## src/dps_pkg.sv

```systemverilog
// dual synthesizer core: shared constants, carrier types and the dual-modulus feedback divider
package dps_pkg;

  // ***************************************************************
  // serial load word layout
  // ***************************************************************
  localparam int WORD_W       = 24;
  localparam int ADDR_W       = 2;
  localparam int ADDR_LSB     = 0;
  localparam logic [1:0] ADDR_AUX_REF  = 2'h0;
  localparam logic [1:0] ADDR_AUX_FB   = 2'h1;
  localparam logic [1:0] ADDR_MAIN_REF = 2'h2;
  localparam logic [1:0] ADDR_MAIN_FB  = 2'h3;
  localparam logic [23:0] WORD_RESET   = 24'h000000;

  // reference words
  localparam int R_LSB        = 2;
  localparam int R_W          = 15;
  localparam logic [14:0] R_MIN = 15'h0003;
  localparam int SRC_SEL_BIT  = 23;
  localparam int FRAC16_BIT   = 22;
  localparam int AUX_GAIN_BIT = 18;
  localparam int POL_BIT      = 17;
  localparam int DOUBLER_BIT  = 22;
  localparam int MAIN_GAIN_LSB = 18;
  localparam int MAIN_GAIN_W  = 4;

  // feedback words
  localparam int AUX_A_LSB    = 2;
  localparam int AUX_A_W      = 3;
  localparam int AUX_B_LSB    = 5;
  localparam int AUX_B_W      = 12;
  localparam int FRAC_LSB     = 2;
  localparam int FRAC_W       = 4;
  localparam int MAIN_A_LSB   = 6;
  localparam int MAIN_A_W_WIDE   = 5;
  localparam int MAIN_A_W_NARROW = 4;
  localparam int MAIN_B_LSB   = 11;
  localparam int MAIN_B_W     = 10;

  // fractional denominators and pump current steps (units of 100 uA)
  localparam logic [4:0] FRAC_DEN_16 = 5'h10;
  localparam logic [4:0] FRAC_DEN_15 = 5'h0f;
  localparam logic [3:0] AUX_STEPS_LOW  = 4'h1;
  localparam logic [3:0] AUX_STEPS_HIGH = 4'h8;

  // ***************************************************************
  // synchronised pin indices
  // ***************************************************************
  localparam int PIN_N        = 8;
  localparam int PIN_SER_CLK  = 0;
  localparam int PIN_SER_DATA = 1;
  localparam int PIN_LOAD     = 2;
  localparam int PIN_REF_A    = 3;
  localparam int PIN_REF_B    = 4;
  localparam int PIN_MAIN_FB  = 5;
  localparam int PIN_AUX_FB   = 6;
  localparam int PIN_PWRDN    = 7;

  // pump pin: level toward supply when driven, enable low while driving
  typedef struct packed {
    logic toward_supply;
    logic oe_n;
  } dps_pump_t;

endpackage

`timescale 1ns/1ps

// ***************************************************************
// dual-modulus swallow/main counter chain
// ***************************************************************
module dps_modulus_divider import dps_pkg::*; #(
  parameter int AW = 5,
  parameter int BW = 10
) (
  input  wire logic          clk,
  input  wire logic          rst_n,
  input  wire logic          tick,
  input  wire logic [AW-1:0] a_val,
  input  wire logic [BW-1:0] b_val,
  input  wire logic          extra,
  output logic               mod_ctrl,
  output logic               done
);

  typedef struct packed {
    logic [AW:0]   a_cnt;
    logic [BW-1:0] b_cnt;
    logic          mod;
    logic          done;
  } dps_div_state_t;

  dps_div_state_t s_q;
  dps_div_state_t s_d;

  // each tick is one prescaler output cycle; mod high asks for the long modulus
  always_comb begin
    s_d      = s_q;
    s_d.done = 1'b0;
    if (tick) begin
      if (s_q.b_cnt <= BW'(1)) begin
        // an extra swallow lengthens this period by one oscillator cycle
        s_d.a_cnt = {1'b0, a_val} + (AW+1)'(extra);
        s_d.b_cnt = b_val;
        s_d.done  = 1'b1;
        s_d.mod   = (s_d.a_cnt != '0);
      end else begin
        s_d.b_cnt = s_q.b_cnt - BW'(1);
        if (s_q.a_cnt != '0) begin
          s_d.a_cnt = s_q.a_cnt - (AW+1)'(1);
        end
        s_d.mod = (s_d.a_cnt != '0);
      end
    end
  end

  always_ff @(posedge clk) begin
    if (!rst_n) begin
      s_q <= '0;
    end else begin
      s_q <= s_d;
    end
  end

  assign mod_ctrl = s_q.mod;
  assign done     = s_q.done;

endmodule

```

## src/dps_core.sv

```systemverilog
// dual synthesizer digital core: serial load, dividers, accumulator, detectors, pumps

`timescale 1ns/1ps

module dps_core import dps_pkg::*; #(
  parameter bit WIDE_VARIANT = 1'b1
) (
  input  wire logic SYS_CLK,
  input  wire logic RESET_N,
  input  wire logic SER_CLK,
  input  wire logic SER_DATA,
  input  wire logic LOAD_STROBE,
  input  wire logic REF_INPUT_A,
  input  wire logic REF_INPUT_B,
  input  wire logic MAIN_FEEDBACK_INPUT,
  input  wire logic AUX_FEEDBACK_INPUT,
  input  wire logic POWER_DOWN_REQ,
  output dps_pump_t MAIN_PUMP_OUTPUT,
  output dps_pump_t AUX_PUMP_OUTPUT,
  output logic [4:0] MAIN_PUMP_STEPS,
  output logic [3:0] AUX_PUMP_STEPS,
  output logic      MAIN_MODULUS_CTRL,
  output logic      AUX_MODULUS_CTRL,
  output logic      FRAC_OVERFLOW,
  output logic      MAIN_RATIO_BAD,
  output logic      AUX_RATIO_BAD,
  output logic      SUPPLY_DOUBLER_ENABLE,
  output logic      DOUBLER_DRIVE,
  output logic      SHUTDOWN_DONE
);

  localparam int MAIN_AW = WIDE_VARIANT ? MAIN_A_W_WIDE : MAIN_A_W_NARROW;

  // timing overview, in system clock edges:
  //   every pin passes sync1 and sync2; sync3 is the edge reference and also the
  //   sampled level for serial data, doubler drive and shutdown, so a pin edge is
  //   acted on three edges after it lands
  //   a load strobe edge writes its latch on the third edge, and the derived
  //   outputs (steps, doubler, ratio flags) follow one edge later
  //   reference and prescaler edges are counted at the same latency
  // limitations:
  //   a pin level shorter than about one system clock may be missed, so the
  //   reference and prescaler inputs must run well below half the system clock
  //   the prescaler modulus itself lives outside; this core only asks for the
  //   long modulus through the modulus control outputs
  //   ratios below the reference minimum are held silent instead of divided,
  //   which keeps the detector from seeing a runaway reference
  //   no power-down counter reset is kept; shutdown only reports readiness

  // ***************************************************************
  // state
  // ***************************************************************
  typedef struct packed {
    logic [PIN_N-1:0]     sync1;
    logic [PIN_N-1:0]     sync2;
    logic [PIN_N-1:0]     sync3;
    logic [WORD_W-1:0]    shift;
    logic [WORD_W-1:0]    w_aux_ref;
    logic [WORD_W-1:0]    w_aux_fb;
    logic [WORD_W-1:0]    w_main_ref;
    logic [WORD_W-1:0]    w_main_fb;
    logic [1:0][R_W-1:0]  r_cnt;       // index 0 aux, 1 main
    logic [1:0]           r_pulse;
    logic [1:0]           ref_seen;
    logic [1:0]           fb_seen;
    logic [FRAC_W-1:0]    acc;
    logic                 ovf;
    dps_pump_t            main_pump;
    dps_pump_t            aux_pump;
    logic [4:0]           main_steps;
    logic [3:0]           aux_steps;
    logic                 main_bad;
    logic                 aux_bad;
    logic                 dbl_en;
    logic                 dbl_drive;
    logic                 shut_done;
  } dps_core_state_t;

  dps_core_state_t s_q;
  dps_core_state_t s_d;

  logic [PIN_N-1:0] pins;
  logic [PIN_N-1:0] rise;
  logic             main_mod;
  logic             aux_mod;
  logic             main_done;
  logic             aux_done;
  logic [4:0]       frac_sum;
  logic [4:0]       frac_den;
  logic             frac_wrap;
  logic [1:0]       r_tick;
  logic [1:0][R_W-1:0] r_val;
  logic [1:0]       fb_pulse;
  logic [1:0]       pol;

  assign pins = {POWER_DOWN_REQ, AUX_FEEDBACK_INPUT, MAIN_FEEDBACK_INPUT, REF_INPUT_B,
                 REF_INPUT_A, LOAD_STROBE, SER_DATA, SER_CLK};

  // edges look at the second and third stages only, never the first
  assign rise = s_q.sync2 & ~s_q.sync3;

  // ***************************************************************
  // fractional accumulator terms
  // ***************************************************************
  // denominator choice comes from the aux reference word
  assign frac_den  = s_q.w_aux_ref[FRAC16_BIT] ? FRAC_DEN_16 : FRAC_DEN_15;
  assign frac_sum  = {1'b0, s_q.acc} + {1'b0, s_q.w_main_fb[FRAC_LSB +: FRAC_W]};
  assign frac_wrap = (frac_sum >= frac_den);

  // ***************************************************************
  // reference clock routing
  // ***************************************************************
  // common path: input a feeds both; separate: a feeds aux, b feeds main
  assign r_tick[0] = rise[PIN_REF_A];
  assign r_tick[1] = s_q.w_aux_ref[SRC_SEL_BIT] ? rise[PIN_REF_A]
                                                : rise[PIN_REF_B];
  assign r_val[0]  = s_q.w_aux_ref[R_LSB +: R_W];
  assign r_val[1]  = s_q.w_main_ref[R_LSB +: R_W];
  assign fb_pulse  = {main_done, aux_done};
  assign pol       = {s_q.w_main_ref[POL_BIT], s_q.w_aux_ref[POL_BIT]};

  // ***************************************************************
  // next state
  // ***************************************************************
  always_comb begin
    s_d         = s_q;
    s_d.sync1   = pins;
    s_d.sync2   = s_q.sync1;
    s_d.sync3   = s_q.sync2;

    // serial shift, msb first: the address lands in the two low bits last
    if (rise[PIN_SER_CLK]) begin
      s_d.shift = {s_q.shift[WORD_W-2:0], s_q.sync3[PIN_SER_DATA]};
    end

    // only the strobe edge touches a latch; clocking alone changes nothing
    if (rise[PIN_LOAD]) begin
      unique case (s_q.shift[ADDR_LSB +: ADDR_W])
        ADDR_AUX_REF:  s_d.w_aux_ref  = s_q.shift;
        ADDR_AUX_FB:   s_d.w_aux_fb   = s_q.shift;
        ADDR_MAIN_REF: s_d.w_main_ref = s_q.shift;
        ADDR_MAIN_FB:  s_d.w_main_fb  = s_q.shift;
      endcase
    end

    // reference dividers; ratios under the minimum are held silent
    for (int i = 0; i < 2; i++) begin
      s_d.r_pulse[i] = 1'b0;
      if (r_tick[i]) begin
        if (s_q.r_cnt[i] <= R_W'(1)) begin
          s_d.r_cnt[i]   = r_val[i];
          s_d.r_pulse[i] = (r_val[i] >= R_MIN);
        end else begin
          s_d.r_cnt[i] = s_q.r_cnt[i] - R_W'(1);
        end
      end
    end

    // accumulator steps once per main comparison period
    s_d.ovf = 1'b0;
    if (main_done) begin
      s_d.acc = frac_wrap ? 4'(frac_sum - frac_den) : frac_sum[FRAC_W-1:0];
      s_d.ovf = frac_wrap;
    end

    // a detector pulse is latched until its partner arrives; the pump then stays
    // driven while one side leads, and returns to high impedance once both are in
    // trade-off: no anti-dead-zone pulse, so an exactly aligned loop never drives
    // phase detectors: whichever edge came first waits; both seen clears both
    for (int i = 0; i < 2; i++) begin
      s_d.ref_seen[i] = s_q.ref_seen[i] | s_q.r_pulse[i];
      s_d.fb_seen[i]  = s_q.fb_seen[i] | fb_pulse[i];
      if (s_d.ref_seen[i] && s_d.fb_seen[i]) begin
        s_d.ref_seen[i] = 1'b0;
        s_d.fb_seen[i]  = 1'b0;
      end
    end

    // pump pins: a reference lead pumps up for positive polarity, down otherwise
    s_d.main_pump.oe_n          = ~(s_q.ref_seen[1] | s_q.fb_seen[1]);
    s_d.main_pump.toward_supply = pol[1] ? s_q.ref_seen[1] : s_q.fb_seen[1];
    s_d.aux_pump.oe_n           = ~(s_q.ref_seen[0] | s_q.fb_seen[0]);
    s_d.aux_pump.toward_supply  = pol[0] ? s_q.ref_seen[0] : s_q.fb_seen[0];

    // current magnitudes in units of 100 uA
    s_d.main_steps = {1'b0, s_q.w_main_ref[MAIN_GAIN_LSB +: MAIN_GAIN_W]} + 5'h01;
    s_d.aux_steps  = s_q.w_aux_ref[AUX_GAIN_BIT] ? AUX_STEPS_HIGH : AUX_STEPS_LOW;

    // the continuous range needs main count not below swallow count
    s_d.main_bad = (MAIN_B_W'(s_q.w_main_fb[MAIN_A_LSB +: MAIN_AW])
                    > s_q.w_main_fb[MAIN_B_LSB +: MAIN_B_W]);
    s_d.aux_bad  = (AUX_B_W'(s_q.w_aux_fb[AUX_A_LSB +: AUX_A_W])
                    > s_q.w_aux_fb[AUX_B_LSB +: AUX_B_W]);

    // doubler: switching follows input b while enabled, and blocks shutdown
    s_d.dbl_en    = s_q.w_main_ref[DOUBLER_BIT];
    s_d.dbl_drive = s_q.w_main_ref[DOUBLER_BIT] & s_q.sync3[PIN_REF_B];
    s_d.shut_done = s_q.sync3[PIN_PWRDN] & ~s_q.w_main_ref[DOUBLER_BIT];
  end

  // ***************************************************************
  // state register
  // ***************************************************************
  // pumps reset to high impedance, all control words to zero
  always_ff @(posedge SYS_CLK) begin
    if (!RESET_N) begin
      s_q                    <= '0;
      s_q.w_aux_ref          <= WORD_RESET;
      s_q.w_aux_fb           <= WORD_RESET;
      s_q.w_main_ref         <= WORD_RESET;
      s_q.w_main_fb          <= WORD_RESET;
      s_q.main_pump.oe_n     <= 1'b1;
      s_q.aux_pump.oe_n      <= 1'b1;
      s_q.main_steps         <= 5'h01;
      s_q.aux_steps          <= AUX_STEPS_LOW;
    end else begin
      s_q <= s_d;
    end
  end

  // ***************************************************************
  // feedback dividers
  // ***************************************************************
  // both chains share one counter module; the swallow count sets how many
  // prescaler cycles at the start of a period ask for the long modulus, and the
  // main count sets the period length in prescaler cycles
  // the main chain takes the accumulator wrap as one extra swallow, so that an
  // overflow stretches that period by exactly one oscillator cycle
  // main chain: prescaler pulses counted, overflow adds one swallow
  dps_modulus_divider #(
    .AW (MAIN_AW),
    .BW (MAIN_B_W)
  ) u_main_div (
    .clk      (SYS_CLK),
    .rst_n    (RESET_N),
    .tick     (rise[PIN_MAIN_FB]),
    .a_val    (s_q.w_main_fb[MAIN_A_LSB +: MAIN_AW]),
    .b_val    (s_q.w_main_fb[MAIN_B_LSB +: MAIN_B_W]),
    .extra    (frac_wrap),
    .mod_ctrl (main_mod),
    .done     (main_done)
  );

  // aux chain: fixed 8/9 prescaler outside, integer only
  dps_modulus_divider #(
    .AW (AUX_A_W),
    .BW (AUX_B_W)
  ) u_aux_div (
    .clk      (SYS_CLK),
    .rst_n    (RESET_N),
    .tick     (rise[PIN_AUX_FB]),
    .a_val    (s_q.w_aux_fb[AUX_A_LSB +: AUX_A_W]),
    .b_val    (s_q.w_aux_fb[AUX_B_LSB +: AUX_B_W]),
    .extra    (1'b0),
    .mod_ctrl (aux_mod),
    .done     (aux_done)
  );

  // ***************************************************************
  // outputs, all from flip-flops
  // ***************************************************************
  // the modulus controls come straight from the divider flip-flops above, so
  // every output here is a register with no logic after it
  assign MAIN_PUMP_OUTPUT      = s_q.main_pump;
  assign AUX_PUMP_OUTPUT       = s_q.aux_pump;
  assign MAIN_PUMP_STEPS       = s_q.main_steps;
  assign AUX_PUMP_STEPS        = s_q.aux_steps;
  assign MAIN_MODULUS_CTRL     = main_mod;
  assign AUX_MODULUS_CTRL      = aux_mod;
  assign FRAC_OVERFLOW         = s_q.ovf;
  assign MAIN_RATIO_BAD        = s_q.main_bad;
  assign AUX_RATIO_BAD         = s_q.aux_bad;
  assign SUPPLY_DOUBLER_ENABLE = s_q.dbl_en;
  assign DOUBLER_DRIVE         = s_q.dbl_drive;
  assign SHUTDOWN_DONE         = s_q.shut_done;

endmodule

```

## config.mk

```make
export PLATFORM = sky130hd
export DESIGN_NAME = dps_core
export DESIGN_NICKNAME = d
export VERILOG_FILES = /design/src/dps_pkg.sv /design/src/dps_core.sv
export SDC_FILE = /design/constraint.sdc
export NUM_CORES = 1
export LEC_CHECK = 0
export ABC_AREA = 1
export BUFFER_PORTS_ARGS = -buffer_cell sky130_fd_sc_hd__buf_2
export CAP_MARGIN = 10
export CORE_MARGIN = 2
export CORE_UTILIZATION = 61
export DETAILED_ROUTE_END_ITERATION = 10
export GPL_TIMING_DRIVEN = 1
export PLACE_DENSITY = 0.78
export SLEW_MARGIN = 0
export SYNTH_ARGS = -nofsm -noshare
export SYNTH_HDL_FRONTEND = slang
export SYNTH_SLANG_ARGS = --single-unit
```

## constraint.sdc

```tcl
create_clock -name SYS_CLK -period 3.6 [get_ports SYS_CLK]
set_input_delay 0.54 -clock SYS_CLK [delete_from_list [all_inputs] [get_ports SYS_CLK]]
set_output_delay 0.54 -clock SYS_CLK [all_outputs]
set_load 0.01 [all_outputs]
```

== Word-level counts from Yosys, hierarchy flattened ==
Index checks and enable logic that the tools add are counted.
Storage, ports and cells
  bits in registers: 228
  bits of input ports: 10
  output and inout bits: 21
  word-level logic and storage cells: 111
Cells by class
  add/subtract/negate cells: 10
  order comparisons: 9
  eq/ne operators: 3
  mux-type cells: 18
  bitwise logic cells: 14
  reduce and logical (&&, ||, !) cells: 20
Operator list (number)
  $mux 17: 2
  $ge 15x2->1 const B: 2
  $le 15x1->1 const B: 2
  $mux 15: 2
  $sub 15x1->15 const B: 2
  $mux 4: 5
  $mux 6: 3
  $reduce_bool 6->1: 3
  $reduce_and 2->1: 7
  $gt 3x12->1: 1
  $le 12x1->1 const B: 1
  $reduce_bool 4->1: 3
  $sub 12x1->12 const B: 1
  $gt 5x10->1: 1
  $le 10x1->1 const B: 1
  $sub 10x1->10 const B: 1
  $and 7x7->7: 1
  $not 7->7: 1
  $add 5x1->6: 1
  $or 1x1->1: 6
  $reduce_and 3->1: 2
  $sub 6x1->6 const B: 1
  $add 4x1->5 const B: 1
  $add 4x4->5: 1
  12 further kinds: 23

== Depth between registers and ports, before layout ==
  word-level depth: 6
  mapped depth: 21
  gate-level depth less buffers: 21

== Cells and area by module ==
A second synthesis with hierarchy kept.
Unflattened totals
  cells, all modules: 1486
  area, all modules: 10585.2 um^2
Modules (own cells, without submodules)
  dps_core: instances 1, cells each 1057, area each 7860.0 um^2, sequential area each 3583.4 um^2
  dps_modulus_divider at u_main_div: instances 1, cells each 215, area each 1371.3 um^2, sequential area each 360.3 um^2
  dps_modulus_divider at u_aux_div: instances 1, cells each 214, area each 1353.8 um^2, sequential area each 360.3 um^2

== Worst setup path before layout ==
Ideal clock, no wire load.
  kind: register -> register
  start: register s_q[19] in the netlist's numbering
  end: register u_main_div.s_q, in the netlist u_main_div.mod_ctrl
  setup time: 133 ps
  arrival time: 3047 ps
  data required time: 3467 ps
  path slack: 421 ps
  stages on the path, launching flop included: 19
  path buffers: 0
  clock period less this slack: 3179 ps
  cells stage by stage: dfxtp_1 ha_1 fa_1 xnor2_1 inv_1 ha_1 nand2_1 nand2_1 a21oi_1 nand3_1 ha_1 ha_1 or2_2 nor2_1 nand3_1 nor2_1 nor2_1 nand2_1 a21oi_1
Between the ends
  longest elaborated chain between the ends: 5
Ends and longest elaborated chain
  start, declared: RTL line dps_core.sv:79  | dps_core_state_t s_q;
  $add 4x4->5: RTL line dps_core.sv:107  | assign frac_sum = {1'b0, s_q.acc} + {1'b0, s_q.w_main_fb[FRAC_LSB +: FRAC_W]};
  $ge 5x5->1: RTL line dps_core.sv:108  | assign frac_wrap = (frac_sum >= frac_den);
  net frac_wrap: RTL line dps_core.sv:90  | logic frac_wrap;
  $add 5x1->6: RTL line dps_pkg.sv:104  | s_d.a_cnt = {1'b0, a_val} + (AW+1)'(extra);
  $reduce_bool 6->1: RTL line dps_pkg.sv:107  | s_d.mod = (s_d.a_cnt != '0);
  $mux 17: RTL line dps_pkg.sv:102  | if (s_q.b_cnt <= BW'(1)) begin
  end signal, assigned: RTL line dps_pkg.sv:120  | s_q <= '0;
  end signal, assigned: RTL line dps_pkg.sv:122  | s_q <= s_d;
  end, declared: RTL line dps_pkg.sv:94  | dps_div_state_t s_q;
The timed path passes the listed nets, and every way through them passes these cells.
A chain may end at the register's enable or synchronous reset.

== Worst setup path in the final report ==
Same ends and word-level chain as after synthesis.

==> summary.txt <==
Longest Clk Path Bufs: 3
FILL cells: 1462
Routed Antenna Nets: 0
Slew HR: 32.9%
Maxcap violations: 0
Peak VDD IR: 0.000484 V
Synth top area share: 42.3%
Remaining DRCs: 0
Final nets: 1486
Final period utilization: 93.3%
Routed WL: 23600 um
Setup Fix Bufs, Post-CTS: 0
Total CTS buffers: 23
Flops & latches, synth: 215
I/O Buffers: 28
Post-synth ARST share: 0%
Pin count of the biggest net entering global routing: 106
Arrival @ worst endpoint: 3710 ps
Final hold vios: 0
Chip Width: 133 um
Tightest Pin Transition: 1010 ps
CTS tree: done
Post-synth EDFFs: 0
Area leader, netlist: dfxtp_1
Lkg Pwr: 5.19 nW
Reg2reg end: u_main_div.mod_ctrl$_SDFFE_PN0P_
Clk_lat worst skew: 500 ps
Power Dens Cells: 602 nW/um^2
Fin area: 11000 sq um
Avg Vias per Cell: 5.47
N_diodes: 0
Placed inst area: 10300 sq um
Die Y: 133 um
Hold-fix buffers, CTS: 0
FP Rows: 47
First-pass GRT wire length: 39700 um
CP startpoint kind: register
Initial Utilization: 61.8%
Post-synth top cells: nand2_1, dfxtp_1, nor2_1
Mapped Avg Cell Area: 7.02 sq um
M1 GR Usage: 37.3%
Root Driver: clkbuf_16
Synth Instances: 1449
Crit path required time: 3960 ps
DP HPWL: 15300 um
Worst Reg-to-Reg Cells: 18
Hold path startpoint: REF_INPUT_A
Fraction of layout cells with a size suffix above 1: 6.87%
Max-slew violations: 0
H-tree Lvls: 1
Initial antenna violation count: 0
Core Util, Final: 66.9%
Count leader, synth: nand2_1
Mapped cell area: 10200 sq um
Setup Skew: 9.40 ps
Met2 Track Usage GR: 43.2%
CP Class: reg2reg
Worst-path fanout max: 5
Status: complete, no violations
Hold Crit Class: in2reg
WHS Path Cells: 3
Avg WL per Cell: 14.1 um
Max Clk Rate: 0.298 GHz
Met3 GRT Util: 3.58%
1st-iter DRT viols: 769
Final setup margin: 242 ps
Hold Path End: s_d[190]$_SDFF_PN0_
Die ar.: 17700 sq um
FF-to-FF Start: s_q[19]$_SDFFE_PN0P_
Vias in the first global route: 8309
Num Clock Sinks: 215
DR vias: 9168
Sequential cell area: 4300 sq um
Ranking of synthesized cells by area: dfxtp_1, nand2_1, o21ai_0
I/O pins: 31
Warnings from Yosys: 0
Gr usage total: 26.6%
Final setup viols: 0
Synth cell types: 44
Most used routing layer: met2
Sequential share of the synthesized area: 42.3%
Global route overflow: 0
Reg-to-reg slack, setup: 240 ps
Most common flop cell mapped by yosys: dfxtp_1
Clock transition at path regs: 60 ps
Post-CTS resize count: 0
Pre-CTS setup slack: 261 ps
DRT Pass-1 Iters: 5
Final worst path period need: 3360 ps
Crit path capture type: register
Layout area overhead: 8.25%
GPL Wtd Cong: 0.887
Core Footprint: 16500 sq um
Setup_tns: 0 ps
Area used by multi-input combinational logic: 4840 sq um
RSZ-0062 raised after global routing: no
critical path, cell delays in order, from the launching register on:
cell,delay (ps)
dfxtp_1,320
ha_1,230
fa_1,440
xnor2_2,200
inv_1,70
ha_1,350
nand2_1,100
nand2_1,70
a21oi_1,140
nand3_1,100
ha_1,210
ha_1,290
or2_2,300
nor2_1,110
nand3_1,80
nor2_1,80
nor2_1,50
nand2_1,70
a21oi_1,50
placed cells by master (no fill, tap or decap), types with 4 or more instances in the layout:
cell type	Yosys	final
dfxtp_1	215	215
o21bai_1	4	4
nor3_1	15	15
clkbuf_16	0	23
clkinv_2	0	6
ha_1	31	31
buf_2	7	27
or2_2	6	6
inv_1	174	174
o21ai_0	166	166
nor2_1	203	203
nand2_2	4	4
a21oi_1	122	122
nor2_2	5	5
nand3_1	79	79
buf_4	15	8
nand4_1	13	13
nor4_1	9	9
a31oi_1	5	5
inv_2	6	6
xor2_1	11	11
o211ai_1	10	10
nand2_1	274	274
clkbuf_8	0	5
xnor2_1	5	4
kinds of logic after synthesis:
| logic type | after synthesis | synth area share [%] |
|---|---|---|
| AOI/OAI and AO/OA | 316 | 16.2 |
| xor gates and xnor gates | 16 | 1.38 |
| adders and majority gates | 33 | 4.21 |
| buffers and inverters | 250 | 10.3 |
| DFF | 215 | 42.3 |
| other | 1 | 0.0369 |
| and+or+nand+nor | 618 | 25.6 |
worst max path at each step:
stage / cells past startpoint / to / startpoint / slack (ps)
final: 18 / u_main_div.mod_ctrl$_SDFFE_PN0P_ / s_q[19]$_SDFFE_PN0P_ / 240
after global routing: 18 / u_main_div.mod_ctrl$_SDFFE_PN0P_ / s_q[19]$_SDFFE_PN0P_ / 10
after CTS: 18 / u_main_div.mod_ctrl$_SDFFE_PN0P_ / s_q[19]$_SDFFE_PN0P_ / 250
after detailed placement: 18 / u_main_div.mod_ctrl$_SDFFE_PN0P_ / s_q[19]$_SDFFE_PN0P_ / 260
after global placement: 18 / u_main_div.mod_ctrl$_SDFFE_PN0P_ / s_q[19]$_SDFFE_PN0P_ / 320
after floorplan: 18 / u_main_div.mod_ctrl$_SDFFE_PN0P_ / s_q[19]$_SDFFE_PN0P_ / 420
report_power, final:
part | total, mW | switching (mW) | leakage (nW) | internal, mW
sequential | 2.63 | 0.123 | 1.75 | 2.50
clock | 2.27 | 0.933 | 0.361 | 1.34
combinational | 1.74 | 1.20 | 3.08 | 0.537
final cells by class:
type,count,area share (%)
multi-input combinational,985,43.9
sequential,215,39.1
inverter,183,6.26
clock buffer,31,5.95
tap,220,2.50
timing repair buffer,35,1.77
clock inverter,7,0.545
registers in the layout (all words and copies together) (netlist names), 2 cells and up:
register / count
r_val: 30
s_d: 17
u_aux_div.s_q: 16
AUX_PUMP_STEPS: 2
pol: 2
AUX_PUMP_OUTPUT: 2
MAIN_PUMP_OUTPUT: 2
MAIN_PUMP_STEPS: 5
u_main_div.s_q: 16
s_q: 113
per-stage QoR:
step / power, mW / std cells / hold WS [ps]
after floorplan: 4.13 / 1450 / 374
after global placement: 4.36 / 1638 / 392
after detailed placement: 4.39 / 1638 / 398
after CTS: 6.64 / 1676 / 211
after global routing: 7.04 / 1676 / 229
final: 6.64 / 1676 / 226
metal layers:
metal / share of wire [%] / vias up / wire length (um)
met5: 0 / - / 0
met4: 2.0 / 0 / 483
met3: 5.2 / 44 / 1230
met2: 46 / 242 / 10900
met1: 47 / 4230 / 11000
li1: - / 4652 / -
(Power assumes the default switching activity.)
